--- src/core/cim_pkg.sv ---
// Shared constants and types of the four-channel current input block
`default_nettype none
package cim_pkg;
  // Channel and word geometry
  localparam int CH_CNT = 4;
  localparam int CH_W = 2;
  localparam int SAMPLE_W = 12;
  localparam int WORD_W = 16;
  localparam int RAW_W = 14;
  // Field positions inside the host input word
  localparam int SAMPLE_LSB = 0;
  localparam int SAMPLE_MSB = 11;
  localparam int CODE_LOW_BIT = 12;
  localparam int CODE_HIGH_BIT = 13;
  localparam int BUSY_BIT = 14;
  localparam int SUPPLY_BIT = 15;
  // Sample scaling: top of range and missing-supply marker
  localparam logic [SAMPLE_W-1:0] SAMPLE_MAX = 12'hFFF;
  localparam logic [SAMPLE_W-1:0] SAMPLE_ZERO = 12'h000;
  localparam logic [WORD_W-1:0] PTR_SUPPLY_WORD = 16'h8000;
  localparam logic [CH_W-1:0] CH_FIRST = 2'h0;
  // Raw converter code at the low end of the range, and gain in Q16
  localparam logic [RAW_W-1:0] RAW_LO = 14'h0CCC;
  localparam int GAIN_W = 16;
  localparam int GAIN_SHIFT = 16;
  localparam logic [GAIN_W-1:0] GAIN = 16'h4FFC;
  // Conversion pacing
  localparam int CLK_PERIOD_NS = 10;
  localparam int CONV_INTERVAL_NS = 10000;
  localparam int CONV_CYCLES =
    (CONV_INTERVAL_NS + CLK_PERIOD_NS - 1) / CLK_PERIOD_NS;
  // Host-facing sequencer states
  typedef enum logic [2:0]
  {
    CIM_ST_IDLE = 3'b001,
    CIM_ST_MUX = 3'b010,
    CIM_ST_PTR = 3'b100
  } cim_state_e;
endpackage : cim_pkg
`default_nettype wire

--- src/core/cim_conv_if.sv ---
// Carrier between the sequencer and the sample scaler
`default_nettype none
interface cim_conv_if;
  import cim_pkg::*;
  logic [RAW_W-1:0] raw;
  logic raw_valid;
  logic [CH_W-1:0] raw_chan;
  logic [SAMPLE_W-1:0] sample;
  logic sample_valid;
  logic [CH_W-1:0] sample_chan;
  modport seq (output raw, raw_valid, raw_chan,
               input sample, sample_valid, sample_chan);
  modport scaler (input raw, raw_valid, raw_chan,
                  output sample, sample_valid, sample_chan);
endinterface : cim_conv_if
`default_nettype wire

--- src/core/cim_sample_mem.sv ---
// Per-channel sample store with registered read data
`default_nettype none
module cim_sample_mem
  import cim_pkg::*;
#(
  parameter int WIDTH = SAMPLE_W,
  parameter int DEPTH = CH_CNT
)
(
  input wire logic core_clk_in,
  input wire logic rst_in,
  input wire logic wr_en_in,
  input wire logic [$clog2(DEPTH)-1:0] wr_addr_in,
  input wire logic [WIDTH-1:0] wr_data_in,
  input wire logic rd_en_in,
  input wire logic [$clog2(DEPTH)-1:0] rd_addr_in,
  output logic [WIDTH-1:0] rd_data_out
);
  typedef struct packed
  {
    logic [DEPTH-1:0][WIDTH-1:0] mem;
    logic [WIDTH-1:0] rd_data;
  } cim_mem_s;

  cim_mem_s r;
  cim_mem_s n;

  if (DEPTH < 2 || WIDTH < 1)
  begin : g_bad
    $error("cim_sample_mem: unsupported geometry");
  end

  ////////////////////////////////////////////////////////////////////////
  // Write and read ports
  always_comb
  begin
    n = r;
    if (wr_en_in)
    begin
      n.mem[wr_addr_in] = wr_data_in;
    end
    if (rd_en_in)
    begin
      n.rd_data = r.mem[rd_addr_in];
    end
  end

  always_ff @(posedge core_clk_in or posedge rst_in)
  begin
    if (rst_in)
    begin
      r <= '0;
    end
    else
    begin
      r <= n;
    end
  end

  assign rd_data_out = r.rd_data;
endmodule : cim_sample_mem
`default_nettype wire

--- src/core/cim_scaler.sv ---
// Linear scaling of raw converter codes onto the 0..FFF sample range
`default_nettype none
module cim_scaler
  import cim_pkg::*;
(
  input wire logic core_clk_in,
  input wire logic rst_in,
  cim_conv_if.scaler conv
);
  localparam int PROD_W = RAW_W + GAIN_W;

  typedef struct packed
  {
    logic valid;
    logic [CH_W-1:0] chan;
    logic [SAMPLE_W-1:0] sample;
  } cim_scale_s;

  cim_scale_s r;
  cim_scale_s n;
  logic [RAW_W-1:0] diff;
  logic [PROD_W-1:0] prod;
  logic [PROD_W-GAIN_SHIFT-1:0] scaled;

  if (PROD_W - GAIN_SHIFT < SAMPLE_W)
  begin : g_bad
    $error("cim_scaler: gain shift leaves too few bits");
  end

  ////////////////////////////////////////////////////////////////////////
  // Offset removal, gain, clamp at full scale
  always_comb
  begin
    n = r;
    diff = (conv.raw > RAW_LO) ? conv.raw - RAW_LO : '0;
    prod = PROD_W'(diff) * PROD_W'(GAIN);
    scaled = prod[PROD_W-1:GAIN_SHIFT];
    n.valid = conv.raw_valid;
    if (conv.raw_valid)
    begin
      n.chan = conv.raw_chan;
      // Low end gives zero, top end saturates at FFF
      n.sample = (scaled > (PROD_W-GAIN_SHIFT)'(SAMPLE_MAX)) ?
        SAMPLE_MAX : scaled[SAMPLE_W-1:0];
    end
  end

  always_ff @(posedge core_clk_in or posedge rst_in)
  begin
    if (rst_in)
    begin
      r <= '0;
    end
    else
    begin
      r <= n;
    end
  end

  assign conv.sample = r.sample;
  assign conv.sample_valid = r.valid;
  assign conv.sample_chan = r.chan;
endmodule : cim_scaler
`default_nettype wire

--- src/core/cim_top.sv ---
// Four-channel current input sequencer and host input word
`default_nettype none
// Notes on behaviour
// - Two straps set channel count: none 1, first 2, second 3, both 4.
// - Delivered strap setting selects four channels, both straps present.
// - Channels above the selected count are never converted nor reported.
// - Multiplexed mode shows one channel per scan, wrapping after the last.
// - With two channels multiplexed, each refreshes on alternate scans.
// - Pointer mode delivers every enabled channel within one host scan.
// - Conversion runs freely; host values change only with the scan.
// - Word bits 0 to 11 hold the unsigned sample, bit n weighs 2^n.
// - Input range maps linearly onto 0 to FFF.
// - Two code bits give the channel: 00 one, 01 two, 10 three.
// - The device shows the host exactly sixteen input points.
// - Top two word bits are busy and then missing-supply flags.
// - Busy is set on the first host scan after start-up.
// - Later, busy is set only when noise disturbs conversion.
// - Multiplexed, missing supply sets bit 15 and reports zero sample.
// - Pointer mode reports missing supply as the value 8000.
module cim_top
  import cim_pkg::*;
#(
  parameter int CONV_CYCLES_P = cim_pkg::CONV_CYCLES
)
(
  input wire logic core_clk_in,
  input wire logic rst_in,
  input wire logic strap_one_absent_in,
  input wire logic strap_two_absent_in,
  input wire logic ptr_mode_in,
  input wire logic host_scan_in,
  input wire logic supply_present_in,
  input wire logic conv_done_in,
  input wire logic conv_noise_in,
  input wire logic [cim_pkg::RAW_W-1:0] conv_raw_in,
  output logic conv_start_out,
  output logic [cim_pkg::CH_W-1:0] conv_chan_out,
  output logic scan_ready_out,
  output logic [cim_pkg::WORD_W-1:0] input_word_out,
  output logic channel_code_low_point_out,
  output logic channel_code_high_point_out,
  output logic busy_flag_point_out,
  output logic supply_missing_point_out,
  output logic ptr_valid_out,
  output logic [cim_pkg::CH_W-1:0] ptr_chan_out,
  output logic [cim_pkg::WORD_W-1:0] ptr_word_out
);
  import cim_pkg::*;

  localparam int TMR_W = $clog2(CONV_CYCLES_P + 1);

  if (CONV_CYCLES_P < 2)
  begin : g_bad
    $error("cim_top: conversion interval too short");
  end

  typedef struct packed
  {
    cim_state_e state;
    logic [CH_W-1:0] conv_chan;
    logic [TMR_W-1:0] conv_timer;
    logic conv_start;
    logic conv_wait;
    logic [CH_W-1:0] host_chan;
    logic [CH_W-1:0] ptr_idx;
    logic first_done;
    logic noise_seen;
    logic [WORD_W-1:0] word;
    logic ptr_valid;
    logic [CH_W-1:0] ptr_chan;
    logic [WORD_W-1:0] ptr_word;
  } cim_main_s;

  cim_main_s r;
  cim_main_s n;
  logic [CH_W-1:0] last_chan;
  logic noise_evt;
  logic busy_now;
  logic rd_en_c;
  logic [CH_W-1:0] rd_addr_c;
  logic [CH_W-1:0] chan_sel;
  logic [SAMPLE_W-1:0] rd_data;

  cim_conv_if conv ();

  ////////////////////////////////////////////////////////////////////////
  // Channel count from straps; both absent-flags low gives four
  assign last_chan = ~{strap_two_absent_in, strap_one_absent_in};

  // Completed conversion handed to the scaler
  assign conv.raw = conv_raw_in;
  assign conv.raw_valid = conv_done_in & r.conv_wait;
  assign conv.raw_chan = r.conv_chan;
  assign noise_evt = conv_noise_in & conv_done_in & r.conv_wait;

  ////////////////////////////////////////////////////////////////////////
  // Scaler and sample store
  cim_scaler u_scaler
  (
    .core_clk_in(core_clk_in),
    .rst_in(rst_in),
    .conv(conv)
  );

  cim_sample_mem #(
    .WIDTH(SAMPLE_W),
    .DEPTH(CH_CNT)
  ) u_mem
  (
    .core_clk_in(core_clk_in),
    .rst_in(rst_in),
    .wr_en_in(conv.sample_valid),
    .wr_addr_in(conv.sample_chan),
    .wr_data_in(conv.sample),
    .rd_en_in(rd_en_c),
    .rd_addr_in(rd_addr_c),
    .rd_data_out(rd_data)
  );

  ////////////////////////////////////////////////////////////////////////
  // Free-running conversion pacing and host scan sequencing
  always_comb
  begin
    n = r;
    rd_en_c = 1'b0;
    rd_addr_c = CH_FIRST;
    n.conv_start = 1'b0;
    n.ptr_valid = 1'b0;
    // Noise is remembered until a word reports it; clear wins over set, busy_now takes same-cycle noise
    n.noise_seen = r.noise_seen | noise_evt;
    busy_now = ~r.first_done | r.noise_seen | noise_evt;
    chan_sel = (r.host_chan > last_chan) ? CH_FIRST : r.host_chan;

    // Conversion cycles through enabled channels, blind to the host
    if (r.conv_wait)
    begin
      if (conv_done_in)
      begin
        n.conv_wait = 1'b0;
        n.conv_chan = (r.conv_chan >= last_chan) ? CH_FIRST :
          r.conv_chan + 2'h1;
      end
    end
    else if (r.conv_timer == '0)
    begin
      n.conv_start = 1'b1;
      n.conv_wait = 1'b1;
      n.conv_timer = TMR_W'(CONV_CYCLES_P - 1);
      if (r.conv_chan > last_chan)
      begin
        n.conv_chan = CH_FIRST;
      end
    end
    else
    begin
      n.conv_timer = r.conv_timer - 1'b1;
    end

    unique case (r.state)
      CIM_ST_IDLE:
      begin
        if (host_scan_in)
        begin
          rd_en_c = 1'b1;
          if (ptr_mode_in)
          begin
            rd_addr_c = CH_FIRST;
            n.ptr_idx = CH_FIRST;
            n.state = CIM_ST_PTR;
          end
          else
          begin
            rd_addr_c = chan_sel;
            n.host_chan = chan_sel;
            n.state = CIM_ST_MUX;
          end
        end
      end
      CIM_ST_MUX:
      begin
        // One channel per scan, code bits name it
        n.word[CODE_HIGH_BIT:CODE_LOW_BIT] = r.host_chan;
        n.word[BUSY_BIT] = busy_now;
        n.word[SUPPLY_BIT] = ~supply_present_in;
        n.word[SAMPLE_MSB:SAMPLE_LSB] = supply_present_in ? rd_data :
          SAMPLE_ZERO;
        n.host_chan = (r.host_chan >= last_chan) ? CH_FIRST :
          r.host_chan + 2'h1;
        n.first_done = 1'b1;
        n.noise_seen = 1'b0;
        n.state = CIM_ST_IDLE;
      end
      CIM_ST_PTR:
      begin
        // Burst of every enabled channel in one scan
        n.ptr_valid = 1'b1;
        n.ptr_chan = r.ptr_idx;
        n.ptr_word = supply_present_in ?
          {{(WORD_W-SAMPLE_W){1'b0}}, rd_data} : PTR_SUPPLY_WORD;
        if (r.ptr_idx >= last_chan)
        begin
          n.first_done = 1'b1;
          n.noise_seen = 1'b0;
          n.word[BUSY_BIT] = busy_now;
          n.state = CIM_ST_IDLE;
        end
        else
        begin
          rd_en_c = 1'b1;
          rd_addr_c = r.ptr_idx + 2'h1;
          n.ptr_idx = r.ptr_idx + 2'h1;
        end
      end
      default:
      begin
        n.state = CIM_ST_IDLE;
      end
    endcase
  end

  always_ff @(posedge core_clk_in or posedge rst_in)
  begin
    if (rst_in)
    begin
      r <= '0;
      r.state <= CIM_ST_IDLE;
    end
    else
    begin
      r <= n;
    end
  end

  ////////////////////////////////////////////////////////////////////////
  // Sixteen input points, all from the registered word
  assign input_word_out = r.word;
  assign channel_code_low_point_out = r.word[CODE_LOW_BIT];
  assign channel_code_high_point_out = r.word[CODE_HIGH_BIT];
  assign busy_flag_point_out = r.word[BUSY_BIT];
  assign supply_missing_point_out = r.word[SUPPLY_BIT];
  assign conv_start_out = r.conv_start;
  assign conv_chan_out = r.conv_chan;
  assign scan_ready_out = (r.state == CIM_ST_IDLE);
  assign ptr_valid_out = r.ptr_valid;
  assign ptr_chan_out = r.ptr_chan;
  assign ptr_word_out = r.ptr_word;
endmodule : cim_top
`default_nettype wire

--- config.mk ---
export PLATFORM = sky130hd
export DESIGN_NAME = cim_top
export DESIGN_NICKNAME = d
export VERILOG_FILES = /design/src/core/cim_pkg.sv /design/src/core/cim_conv_if.sv /design/src/core/cim_sample_mem.sv /design/src/core/cim_scaler.sv /design/src/core/cim_top.sv
export SDC_FILE = /design/constraint.sdc
export NUM_CORES = 1
export LEC_CHECK = 0
export BUFFER_PORTS_ARGS = -buffer_cell sky130_fd_sc_hd__buf_4
export CORE_AREA = 2 2 125 127
export CTS_CLUSTER_DIAMETER = 30
export DETAILED_ROUTE_END_ITERATION = 6
export DIE_AREA = 0 0 127 129
export HOLD_SLACK_MARGIN = 0.08
export PLACE_DENSITY = 0.94
export SYNTH_ARGS = -nofsm -noshare
export SYNTH_HDL_FRONTEND = slang
export SYNTH_SLANG_ARGS = --single-unit
export TNS_END_PERCENT = 5
--- constraint.sdc ---
create_clock -name core_clk_in -period 7.4 [get_ports core_clk_in]
set_clock_uncertainty 0.2 [all_clocks]
set_input_delay 0 -clock core_clk_in [delete_from_list [all_inputs] [get_ports core_clk_in]]
set_output_delay 0 -clock core_clk_in [all_outputs]
set_load 0.01 [all_outputs]
* Yosys cells after proc, flatten, opt, wreduce, memory -nomap -nowiden
Index checks and enable logic that the tools add are counted.
** Storage, ports and cells
- Logic and storage cells :: 111
- Bits in registers :: 133
- Input bits :: 23
- Output and inout port bits :: 43
** Operators by class
- Order comparisons :: 10
- Mux-type cells :: 43
- Reduce and logical (&&, ||, !) cells :: 12
- Bitwise logic cells :: 9
- Add/subtract/negate cells :: 5
- Multipliers :: 1
- Eq/ne operators :: 9
** Operators by type and width (count)
- $bwmux W48 :: 1
- $mux W12 :: 4
- $mux W2 :: 15
- $mul A14 B13 Y27 const B :: 1
- $bmux W12 S2 :: 1
- $demux W12 S2 :: 1
- $mux W19 :: 1
- $mux W16 :: 1
- $pmux W2 S2 :: 4
- $gt A14 B12 Y1 const B :: 1
- $mux W14 :: 1
- $sub A14 B12 Y14 const B :: 1
- $gt A13 B12 Y1 const B :: 1
- $ne A2 B2 Y1 const B :: 6
- $logic_not A10 Y1 :: 1
- $mux W10 :: 1
- $reduce_bool A2 Y1 :: 5
- $sub A10 B1 Y10 const B :: 1
- $mux W3 :: 3
- $add A2 B1 Y2 const B :: 3
- $ge A2 B2 Y1 :: 3
- $lt A2 B3 Y1 const B :: 2
- $mux W1 :: 6
- $pmux W3 S2 :: 1
- 15 further kinds :: 24

* Longest topological paths before layout
- Depth in word-level cells :: 8
- Gate-level depth with buffers :: 27
- Mapped depth without buffers :: 26

* Hierarchy
A second synthesis with hierarchy kept.
** Second synthesis, totals
- Cells, all modules :: 1011
- Area, all modules :: 10322.4 um^2
** Modules (own cells, without submodules)
- cim_scaler :: sequential area each 375.4 um^2, cells each 546, instances 1, area each 4844.6 um^2
- cim_sample_mem :: sequential area each 1501.4 um^2, cells each 185, instances 1, area each 2761.4 um^2
- cim_top :: sequential area each 1377.6 um^2, cells each 280, instances 1, area each 2716.4 um^2

* Worst setup path before layout
OpenSTA, ideal clock, no wires.
- Path type :: input-to-reg
- From :: input conv_raw_in[2] (netlist name)
- To :: register u_scaler.r, in the netlist u_scaler.conv.sample[10]
- Arrival :: 6.432 ns
- Setup time :: 0.142 ns
- Buffers on the path :: 2
- Stages on the path :: 26
- Path slack :: 0.626 ns
- Path through :: ha_1 > clkbuf_1 > o311ai_2 > a21oi_1 > o21ai_0 > and2_1 > clkbuf_1 > or2_2 > inv_1 > fa_1 > inv_1 > fa_1 > inv_1 > fa_1 > fa_1 > inv_1 > fa_1 > inv_1 > ha_1 > and4_1 > and2_1 > a22oi_1 > a21oi_1 > or4_1 > nand3_1 > a31oi_1
** On the way
- Longest elaborated chain between the ends :: 5
- Elaborated cells on any way between the ends :: 6
** RTL lines
- from (decl) :: RTL line cim_top.sv:35 : input wire logic [cim_pkg::RAW_W-1:0] conv_raw_in,
- $sub A14 B12 Y14 or $gt A14 B12 Y1 (tied branches) :: RTL line cim_scaler.sv:35 : diff = (conv.raw > RAW_LO) ? conv.raw - RAW_LO : '0;
- $mux W14 (*) :: RTL line cim_scaler.sv:35
- $mul A14 B13 Y27 (*) :: RTL line cim_scaler.sv:36 : prod = PROD_W'(diff) * PROD_W'(GAIN);
- $gt A13 B12 Y1 :: RTL line cim_scaler.sv:43 : n.sample = (scaled > (PROD_W-GAIN_SHIFT)'(SAMPLE_MAX)) ?
- $mux W12 (*) :: RTL line cim_scaler.sv:43
- to (signal assigned) :: RTL line cim_scaler.sv:56 : r <= n;
- to (decl) :: RTL line cim_scaler.sv:19 : cim_scale_s r;
Every way passes the cells marked *; elsewhere a longest branch is shown, timed or not.
A chain may end at the register's enable or synchronous reset.

* Worst setup path in the final report
- From :: input conv_raw_in[2] (netlist name)
- To :: register u_scaler.r, in the netlist u_scaler.conv.sample[1]
The elaborated chain is that of the path after synthesis.

==> flow_metrics.tcl <==
set metrics [dict create \
    layout.nets 1190 \
    synth_xor_area_share_pct 3.65 \
    synth_top_area_share_pct 32.8 \
    synthAdderAreaFrac_pct 25.3 \
    placement.io_buffers 62 \
    yosys_register_bits 130 \
    critPathLaunchType "input port" \
    report.final.hold_viol_count 0 \
    clk_path_buf_depth 2 \
    drv_cap 0 \
    crit_buf_inv 4 \
    syn_area_per_cell_sq_um 10.1 \
    syn_area_sq_um 9830 \
    first_pass_iters 5 \
    overflow 0 \
    finalCritPeriodShare_pct 94.2 \
    critPathSlowestCell "or4_1" \
    path_max_fanout 12 \
    status "finished clean" \
    synth.area.top_cells "dfrtp_1 (33%), fa_1 (14%), ha_1 (11%)" \
    drc_errors 0 \
    clk_pin_slew_worst_paths_ns 0.06 \
    synth_top_area_cell "dfrtp_1" \
    post-cts-setup-buffers 0 \
    synth_edf_count 0 \
    relSlewSlack_pct 27.4 \
    first_global_vias 7757 \
    worstPathArrival_ns 7.02 \
    insertedDiodeCount 0 \
    synth_top_family_by_area "adder cells" \
    grt_pass1_wl_mm 37.9 \
    place_hpwl_mm 15.8 \
    fin_crit_ns 6.97 \
    cts_root_buffer "clkbuf_16" \
    h-tree-depth 4 \
    place_congestion 0.924 \
    cp_top_family "adder cells" \
    required_ns 7.44 \
    routed_wl_mm 23.0 \
    syn_inst 973 \
    placed_area_sq_um 10200 \
    synthFlopType "dfrtp_1" \
    avgRoutedWirePerCell_microns 19.0 \
    die_y_microns 129 \
    synth-compound-area-share_pct 9.18 \
    setup_viol 0 \
    tritoncts "built" \
    worstMarginPinSlew_ns 1.09 \
    core_sq_um 15000 \
    die_area_sq_um 16400 \
    synth_simple_gate_area_share_pct 9.98 \
    final_layout_size_suffix_gt1_share_pct 17.2 \
    grtUsageTotal_pct 29.6 \
    critical_path.max_stage_delay_ns 0.54 \
    critPathKind "in2reg" \
    fin_area_sq_um 10900 \
    max_freq_ghz 0.143 \
    yosysWarningCount 0 \
    rows 45 \
    synth_common_cells "inv_1 (139), dfrtp_1 (129), nand2_1 (102), ha_1 (88), fa_1 (69)" \
    cp-end-kind "flop" \
    rsz0062_at_grt "no" \
    numCtsBuffers 17 \
    area_growth_pct 11.4 \
    async_flop_share_pct 100 \
    avgViaCountPerCell 5.96 \
    grt_max_degree 73 \
    via_count 7217 \
    insertion_delay_ns 0.42 \
    ant_nets 0 \
    io_pins 66 \
    start_util_pct 65.6 \
    hp-class "in2async" \
    worst_slack_ns 0.426 \
    synth_cell_types 61 \
    antenna_found_initial 0 \
    yosys.cell_count.top_type "inv_1" \
    drt_iter0_drc 564 \
    clock_sinks 130 \
    final_max_slew_viol_count 0 \
    fin_setup_tns_ns 0 \
    seq_area_frac_synth_pct 33.1 \
    dp_slack_ns 0.135 \
    synthMuxAreaShare_pct 9.63 \
    fp.dieW_microns 127 \
]
placed cells by master, fill, tap and decap left out, types with 4 or more instances in the layout:
cell type | netlist | routed
xor2_1 | 19 | 19
fa_1 | 69 | 69
a21o_1 | 19 | 19
mux2i_1 | 27 | 27
nor3b_1 | 4 | 4
dfrtp_1 | 129 | 129
nor2_1 | 42 | 42
nand2_1 | 102 | 102
nand3_1 | 13 | 13
and2_1 | 11 | 11
xnor2_1 | 22 | 22
dlygate4sd3_1 | 0 | 8
clkbuf_16 | 0 | 17
o21ai_0 | 55 | 55
nor3_1 | 6 | 6
bufinv_16 | 0 | 5
nor2b_1 | 5 | 5
a31oi_1 | 13 | 13
inv_1 | 139 | 138
a21oi_1 | 32 | 32
mux2_2 | 60 | 60
buf_4 | 38 | 68
nand2b_1 | 4 | 4
ha_1 | 88 | 88
timing repair:
action,4_1_cts,5_1_grt
endpoints found under the hold margin,100,0
hold buffers,8,0
gates resized for setup,0,0
sequential cells by signal (all words and copies together) (netlist names):
register and flops:
r 20, conv_start_out 1, u_scaler.conv.sample_chan 2, ptr_chan_out 2, u_scaler.conv.sample_valid 1, u_mem.rd_data_out 12
ptr_word_out 13, u_scaler.conv.sample 12, input_word_out 16, u_mem.r 48, conv_chan_out 2, ptr_valid_out 1
layout make-up:
class                      count  area [sq um]
clock buffer                  21           460
clock inverter                11           200
fill                         932          4030
inverter                     139           524
multi-input combinational    646          5680
sequential                   130          3250
tap                          188           235
timing repair buffer          76           591
path summary, 6_finish.rpt:
| kind | startpoint | endpoint | slack, ns | cells after the start |
|---|---|---|---|---|
| max | conv_raw_in[2] | u_scaler.conv.sample[1] | 0.43 | 26 |
| min | rst_in | r[40] | 0.07 | 3 |
| max reg2reg | r[55] | u_mem.rd_data_out[5] | 3.68 | 7 |
| min reg2reg | r[51] | r[51] | 0.28 | 1 |
| max in group asynchronous | rst_in | u_mem.rd_data_out[8] | 5.56 | 4 |
| min in group core_clk_in | strap_one_absent_in | r[40] | 0.14 | 6 |
metal layers:
metal | routed length, microns | vias up | GRT usage, %
met1 | 8990 | 3570 | 33.3
met4 | 1150 | 0 | 15.8
met2 | 11800 | 305 | 54.0
li1 | - | 3244 | -
met5 | 0 | - | 0
met3 | 1070 | 98 | 4.86
metrics by stage:
stage               utilization [%]  cells  hold slack [ns]
floorplan                         -    975           -0.104
finish                         73.1   1211           0.0726
global placement               68.1   1171          -0.0420
global route                   73.1   1211            0.144
CTS                            73.1   1211           0.0890
detailed placement             68.1   1171          -0.0331
cells by family (layout without fill, tap and decap cells):
kind of cell	count (synthesis)	count (layout)
and+or+nand+nor	212	212
buffers and inverters	199	247
adders and majority gates	157	157
AOI/OAI and AO/OA	146	146
DFF	130	130
muxes	87	87
xor gates and xnor gates	41	41
other	1	3
worst register-to-register path, cell delays in order (launching register included):
cell     delay [ns]
dfstp_2        0.57
nor2_1         0.07
nand2_1        0.75
nor2b_1        0.31
a22oi_4        0.94
mux2i_1        0.21
mux2_2         0.33
o21ai_0        0.25
Power is left out: the tool's default activity adds up to more than one toggle a clock period on the data nets, which glitch-free logic cannot reach.
